===== src/rtl/vidreg_cfg.svh =====
// Register offsets, field positions and reset values of the voltage-id register bank.
`ifndef VIDREG_CFG_SVH
`define VIDREG_CFG_SVH

`define VIDREG_ADDR_W          3
`define VIDREG_OFF_CC_ONE      3'h0
`define VIDREG_OFF_CC_TWO      3'h1
`define VIDREG_OFF_CC_THREE    3'h2
`define VIDREG_OFF_FUSE_LOW    3'h3
`define VIDREG_OFF_FUSE_HIGH   3'h4
`define VIDREG_OFF_SNAPSHOT    3'h5

`define VIDREG_BIT_START       0
`define VIDREG_BIT_SENSE_EN    1
`define VIDREG_BIT_DYN_AVS     0
`define VIDREG_STEP_LSB        21
`define VIDREG_STEP_MSB        26
`define VIDREG_DELAY_LSB       1
`define VIDREG_DELAY_MSB       20

`define VIDREG_RST_START       1'h0
`define VIDREG_RST_SENSE_EN    1'h1
`define VIDREG_RST_DYN_AVS     1'h1
`define VIDREG_RST_STEP        6'h01
`define VIDREG_RST_DELAY       20'h02710
`define VIDREG_RST_CC_THREE    32'h0000_0000

`define VIDREG_TEMP_W          10
`define VIDREG_CODE_W          6
`define VIDREG_SNAP_CODE_LSB   16

`endif


===== src/rtl/vidreg_pkg.sv =====
// Types shared by the voltage-id register bank.
package vidreg_pkg;

  typedef struct packed {
    logic        read;
    logic        write;
    logic [2:0]  address;
    logic [31:0] writedata;
  } vidreg_bus_req_t;

  typedef struct packed {
    logic        start;
    logic        sense_en;
    logic        dyn_avs;
    logic [5:0]  step;
    logic [19:0] delay;
    logic [31:0] cc_three;
  } vidreg_ctrl_t;

  typedef enum logic [2:0] {
    VIDREG_IDLE  = 3'b001,
    VIDREG_FUSE  = 3'b010,
    VIDREG_RUN   = 3'b100
  } vidreg_state_t;

endpackage : vidreg_pkg


===== src/rtl/vidreg_bank.sv =====
// Control and status register bank of the voltage-id controller.
`timescale 1ns/1ns
`include "vidreg_cfg.svh"

module vidreg_bank #(
  parameter int FUSE_W = 64
) (
  input  wire logic                      clk_i,
  input  wire logic                      reset_i,
  input  wire vidreg_pkg::vidreg_bus_req_t bus_i,
  output logic [31:0]                    readdata_o,
  input  wire logic [FUSE_W-1:0]         fuse_value_i,
  input  wire logic                      fuse_done_i,
  input  wire logic [`VIDREG_TEMP_W-1:0] temp_code_i,
  input  wire logic                      temp_valid_i,
  input  wire logic [`VIDREG_CODE_W-1:0] vid_code_i,
  input  wire logic                      vid_code_valid_i,
  input  wire logic                      interval_start_i,
  output logic                           fuse_read_req_o,
  output logic                           running_o,
  output logic                           temp_sense_enable_o,
  output vidreg_pkg::vidreg_ctrl_t       ctrl_o
);
  import vidreg_pkg::*;

  ////////////////////////////////////////////////////////////////////////////////
  // Software-visible control registers.
  // Start and sensor enable sit in the first control word; scaling enable, delay
  // and step size sit in the second.
  logic                      start_r;
  logic                      sense_en_r;
  logic                      dyn_avs_r;
  logic [5:0]                step_r;
  logic [19:0]               delay_r;
  logic [FUSE_W-1:0]         fuse_r;
  logic [`VIDREG_TEMP_W-1:0] temp_r;
  logic [`VIDREG_CODE_W-1:0] code_r;
  vidreg_ctrl_t              live_ctrl;
  vidreg_ctrl_t              shadow_r;
  vidreg_state_t             state_r;
  logic                      wr_cc_one;
  logic                      wr_cc_two;

  // Single-cycle writes with full-word data; no byte lanes exist.
  // Reserved bits have no storage at all, so a write can never reach them.
  // Offsets 0x2 to 0x7 have no write decode, so writes there fall away unseen.
  assign wr_cc_one = bus_i.write && (bus_i.address == `VIDREG_OFF_CC_ONE);
  assign wr_cc_two = bus_i.write && (bus_i.address == `VIDREG_OFF_CC_TWO);

  always_ff @(posedge clk_i) begin
    if (reset_i) begin
      start_r    <= `VIDREG_RST_START;
      sense_en_r <= `VIDREG_RST_SENSE_EN;
    end else if (wr_cc_one) begin
      start_r    <= bus_i.writedata[`VIDREG_BIT_START];
      sense_en_r <= bus_i.writedata[`VIDREG_BIT_SENSE_EN];
    end
  end

  always_ff @(posedge clk_i) begin
    if (reset_i) begin
      dyn_avs_r <= `VIDREG_RST_DYN_AVS;
      step_r    <= `VIDREG_RST_STEP;
      delay_r   <= `VIDREG_RST_DELAY;
    end else if (wr_cc_two) begin
      dyn_avs_r <= bus_i.writedata[`VIDREG_BIT_DYN_AVS];
      step_r    <= bus_i.writedata[`VIDREG_STEP_MSB:`VIDREG_STEP_LSB];
      delay_r   <= bus_i.writedata[`VIDREG_DELAY_MSB:`VIDREG_DELAY_LSB];
    end
  end

  ////////////////////////////////////////////////////////////////////////////////
  // Status captured from the controller core.
  // Each word is taken whenever its valid pulse arrives, whatever the state, so a
  // read always returns the last value the core reported; the fuse words read
  // zero until the first fetch completes.
  always_ff @(posedge clk_i) begin
    if (reset_i) begin
      fuse_r <= '0;
    end else if (fuse_done_i) begin
      fuse_r <= fuse_value_i;
    end
  end

  always_ff @(posedge clk_i) begin
    if (reset_i) begin
      temp_r <= '0;
    end else if (temp_valid_i) begin
      temp_r <= temp_code_i;
    end
  end

  always_ff @(posedge clk_i) begin
    if (reset_i) begin
      code_r <= '0;
    end else if (vid_code_valid_i) begin
      code_r <= vid_code_i;
    end
  end

  ////////////////////////////////////////////////////////////////////////////////
  // Start sequence: wait for the start bit, fetch fuses, then run.
  // Clearing the start bit while running drops back to idle, so setting it again fetches the
  // fuses afresh before the controller runs once more.
  always_ff @(posedge clk_i) begin
    if (reset_i) begin
      state_r <= VIDREG_IDLE;
    end else begin
      case (state_r)
        VIDREG_IDLE: begin
          if (start_r) begin
            state_r <= VIDREG_FUSE;
          end
        end
        VIDREG_FUSE: begin
          if (fuse_done_i) begin
            state_r <= VIDREG_RUN;
          end
        end
        VIDREG_RUN: begin
          if (!start_r) begin
            state_r <= VIDREG_IDLE;
          end
        end
        default: begin
          // An illegal state code falls back to idle rather than guessing.
          state_r <= VIDREG_IDLE;
        end
      endcase
    end
  end

  ////////////////////////////////////////////////////////////////////////////////
  // Outputs towards the controller core and the temperature sensor.
  assign fuse_read_req_o     = (state_r == VIDREG_FUSE);
  assign running_o           = (state_r == VIDREG_RUN);
  assign temp_sense_enable_o = sense_en_r;

  ////////////////////////////////////////////////////////////////////////////////
  // Control shadow, refreshed only at interval boundaries or while not running (idle or fetching fuses).
  // While idle the shadow follows the registers every cycle, so the first interval
  // after start already sees everything programmed beforehand; once running, a
  // write lands in the live register and waits for the next interval boundary.
  always_comb begin
    live_ctrl          = '0;
    live_ctrl.start    = start_r;
    live_ctrl.sense_en = sense_en_r;
    live_ctrl.dyn_avs  = dyn_avs_r;
    live_ctrl.step     = step_r;
    live_ctrl.delay    = delay_r;
    live_ctrl.cc_three = `VIDREG_RST_CC_THREE;
  end

  always_ff @(posedge clk_i) begin
    if (reset_i) begin
      shadow_r <= '0;
    end else if (interval_start_i || (state_r != VIDREG_RUN)) begin
      shadow_r <= live_ctrl;
    end
  end

  assign ctrl_o = shadow_r;

  ////////////////////////////////////////////////////////////////////////////////
  // Combinational read data, valid in the same cycle as the read strobe.
  // The bus allows no wait states, so the mux is not registered: a flopped copy
  // would return data one cycle after the strobe and the master would miss it.
  // Nothing but a read strobe opens the mux, which keeps the bus quiet when idle.
  always_comb begin
    readdata_o = 32'h0000_0000;
    if (bus_i.read) begin
      case (bus_i.address)
        `VIDREG_OFF_CC_ONE: begin
          readdata_o[`VIDREG_BIT_START]    = start_r;
          readdata_o[`VIDREG_BIT_SENSE_EN] = sense_en_r;
        end
        `VIDREG_OFF_CC_TWO: begin
          readdata_o[`VIDREG_BIT_DYN_AVS]                   = dyn_avs_r;
          readdata_o[`VIDREG_DELAY_MSB:`VIDREG_DELAY_LSB]   = delay_r;
          readdata_o[`VIDREG_STEP_MSB:`VIDREG_STEP_LSB]     = step_r;
        end
        `VIDREG_OFF_CC_THREE: begin
          // The third control word has no writable field in this bank and reads as zero.
          readdata_o = `VIDREG_RST_CC_THREE;
        end
        `VIDREG_OFF_FUSE_LOW: begin
          readdata_o = fuse_r[31:0];
        end
        `VIDREG_OFF_FUSE_HIGH: begin
          readdata_o = fuse_r[63:32];
        end
        `VIDREG_OFF_SNAPSHOT: begin
          readdata_o[`VIDREG_TEMP_W-1:0] = temp_r;
          readdata_o[`VIDREG_SNAP_CODE_LSB +: `VIDREG_CODE_W] = code_r;
        end
        default: begin
          readdata_o = 32'h0000_0000;
        end
      endcase
    end
  end

endmodule : vidreg_bank


===== config.mk =====
export PLATFORM = sky130hd
export DESIGN_NAME = vidreg_bank
export DESIGN_NICKNAME = d
export VERILOG_FILES = /design/src/rtl/vidreg_pkg.sv /design/src/rtl/vidreg_bank.sv
export VERILOG_INCLUDE_DIRS = /design/src /design/src/rtl
export SDC_FILE = /design/constraint.sdc
export NUM_CORES = 1
export LEC_CHECK = 0
export BUFFER_PORTS_ARGS = -buffer_cell sky130_fd_sc_hd__buf_4
export CORE_AREA = 2 2 128 224
export DETAILED_ROUTE_END_ITERATION = 16
export DIE_AREA = 0 0 130 226
export GPL_TIMING_DRIVEN = 1
export PLACE_DENSITY = 0.44
export SLEW_MARGIN = 25
export SYNTH_ARGS = -nofsm -noshare
export SYNTH_HDL_FRONTEND = slang
export SYNTH_SLANG_ARGS = --single-unit

===== constraint.sdc =====
create_clock -name clk_i -period 4.06 [get_ports clk_i]
set_input_delay 0.203 -clock clk_i [delete_from_list [all_inputs] [get_ports clk_i]]
set_output_delay 0.203 -clock clk_i [all_outputs]
set_load 0.005 [all_outputs]

==> flow_metrics.tcl <==
set metrics [dict create \
    status "complete, no violations" \
    place_inst 1197 \
    hpwl_mm 15.1 \
    track_usage_pct 14.6 \
    core_area_mm2 0.0277 \
    crit_path_end_kind "primary output" \
    h-tree-depth 4 \
    cts_root_buf "clkbuf_16" \
    setup_viol 0 \
    layout_common_cells "buf_4 (186), dfxtp_1 (141), nand2_1 (113), mux2i_1 (111), nor2_1 (96)" \
    ys_types 33 \
    clk-insertion-delay-late_ns 0.43 \
    cts.sinks 141 \
    stdcell_count 1312 \
    dieWidth_um 130 \
    grt_pass1_wl_mm 31.5 \
    cts_buffers 17 \
    synthMuxAreaShare_pct 20.1 \
    ioPinCount 219 \
    place_congestion 0.765 \
    synthesis.instances 692 \
    powerDensity_mw_per_mm2 375 \
    fin_crit_ns 2.21 \
    syn2layout_area_growth_pct 46.5 \
    critPathKind "in2out" \
    crit_arrival_ns 2.01 \
    hold_violations 0 \
    rsz0062_at_grt "no" \
    startpoint "bus_i[32]" \
    grt_overflow 0 \
    drtIter0Drc 166 \
    worstPathCellList "buf_4 -> nor2b_2 -> a22oi_1 -> nor2b_1 -> buf_4" \
    ys_seq_area_share_pct 45.1 \
    synth-simple-area-share_pct 17.6 \
    cts_resized 0 \
    clock_path_buffers 2 \
    vias 5401 \
    grt_pass1_vias 5418 \
    dieArea_mm2 0.0294 \
    layout-drive-gt1-share_pct 24.9 \
    fillers 2925 \
    post-route-period-util_pct 54.4 \
    crit_top_cell "buf_4" \
    yosysWarnings 0 \
    timing.fmax_ghz 0.453 \
    finalClockSkew_ns 0.00285 \
    drc 0 \
    crit_family "simple AND/OR/NAND/NOR gates" \
    relSlewSlack_pct 35.5 \
    slew_viol_final 0 \
    cts_tree "built" \
    ant_nets 0 \
    crit_path_max_incr_delay_ns 0.87 \
    path_buf_inv 2 \
    drt-pass1-iter-count 7 \
    synth_top_family_by_area "multiplexers" \
    grt_max_degree 78 \
    port_buffers 181 \
    rr_startpoint "state_r[0]" \
    cpMaxStageDelayCell "nor2b_2" \
    viasPerCell 4.12 \
    die_h_um 226 \
    wirelength_mm 20.9 \
    routedWlPerCell_um 16.0 \
    layout_commonest_cell "buf_4" \
    crit_fanout 24 \
    postCtsSetupRepairBufs 0 \
    ys_ff_latch 141 \
    start_util_pct 22.6 \
    hold_start "vid_code_i[1]" \
    worstSetupStartpointType "primary input" \
    num_rows 81 \
    synth_xor_area_share_pct 0.140 \
    peakVddDrop_uv 260 \
    required_ns 3.86 \
    drv_cap 0 \
    clk_pin_slew_ns 0.06 \
    tightest_slew_ns 0.962 \
    design_area_mm2 0.00917 \
    fin_setup_tns_ns 0 \
    p_leak_nw 4.03 \
    antenna_found_initial 1 \
    num-nets-final 1048 \
    worst_hold_path_type "in2reg" \
    postSynthAreaPerCell_um2 9.05 \
    netlist_area_mm2 0.00626 \
    finalPower_w 0.00344 \
    placed_area_mm2 0.00778 \
    synth_compound_area_share_pct 8.87 \
    synth_fa_ha_area_share_pct 0 \
]
path summary, 6_finish.rpt:
check             depth (start not counted)             end  slack (ns)
setup / recovery                          5  readdata_o[13]        1.85
hold reg to reg                           2      ctrl_o[60]        0.45
hold / removal                            3       code_r[1]        0.02
setup reg to reg                          3      ctrl_o[42]        2.50
synth_stat cells, drive strengths merged:
| cell type | count | area (um^2) |
|---|---|---|
| nand4bb | 1 | 11.3 |
| nor4bb | 1 | 10.0 |
| mux2 | 13 | 146 |
| conb | 1 | 3.75 |
| a211o | 1 | 8.76 |
| clkbuf | 22 | 83.8 |
| nor2 | 96 | 360 |
| or2 | 1 | 6.26 |
| nor4b | 3 | 38.8 |
| a32oi | 7 | 61.3 |
| o22a | 14 | 123 |
| or4b | 1 | 13.8 |
| xor2 | 1 | 8.76 |
| mux2i | 111 | 1110 |
| buf | 64 | 425 |
| o21ai | 2 | 10.0 |
| nand2b | 2 | 12.5 |
| o211ai | 1 | 7.51 |
| nor3 | 2 | 10.0 |
| a22oi | 12 | 90.1 |
| nand2 | 113 | 424 |
| a21oi | 51 | 255 |
| dfxtp | 141 | 2820 |
| nor3b | 3 | 27.5 |
| nand3b | 8 | 60.1 |
| nor2b | 19 | 119 |
| and3b | 1 | 8.76 |
cells by family after synthesis:
logic type / after synthesis
other cells: 1
flops: 141
compound gates: 88
simple gates: 251
buf+inv: 86
mux: 124
xor+xnor: 1
per-layer routing:
| metal | up-vias | track usage (%) | share of wire [%] |
|---|---|---|---|
| met5 | - | 0 | 0 |
| met1 | 2486 | 16.3 | 39 |
| met4 | 0 | 6.52 | 2.4 |
| met2 | 146 | 26.4 | 54 |
| met3 | 24 | 2.96 | 3.7 |
| li1 | 2745 | - | - |
tightest hold or removal path: stages:
cell and delay (ns):
buf_4 0.08, mux2i_1 0.06, nor2_1 0.07
report_power, final:
part | switching, W | internal (W)
logic | 0.000190 | 0.000238
clock network | 0.000599 | 0.000929
registers | 0.0000356 | 0.00145
total | 0.000825 | 0.00261
what timing repair did:
action                     in CTS  in global routing
hold endpoints to repair       83                  0
setup endpoints to repair       0                  0
hold buffers                   82                  0
final cells by class:
cell class / count / area, um^2 / area share (%)
clock inverters: 8 / 90.1 / 0.983
multi-input cells: 496 / 3080 / 33.6
well taps: 373 / 467 / 5.09
repair buffers: 269 / 2240 / 24.4
clock buffers: 24 / 472 / 5.15
diodes: 1 / 2.50 / 0.0273
flip-flops and latches: 141 / 2820 / 30.8
metrics by stage:
| stage | hold slack [ns] | utilization (%) | setup slack, ns |
|---|---|---|---|
| detailed placement | 0.420 | 28.1 | 1.75 |
| global route | 0.00852 | 33.1 | 1.68 |
| CTS | 0.000272 | 33.1 | 1.76 |
| finish | 0.0199 | 33.1 | 1.85 |
| global placement | 0.416 | 28.1 | 1.74 |
| floorplan | 0.321 | - | 2.61 |
sequential cells by signal (all words and copies together) (netlist names):
signal / flops
state_r: 3
temp_r: 10
step_r: 6
fuse_r: 64
ctrl_o: 29
code_r: 6
start_r: 1
delay_r: 20
dyn_avs_r: 1
temp_sense_enable_o: 1
Power figures use the tool's default switching activity.
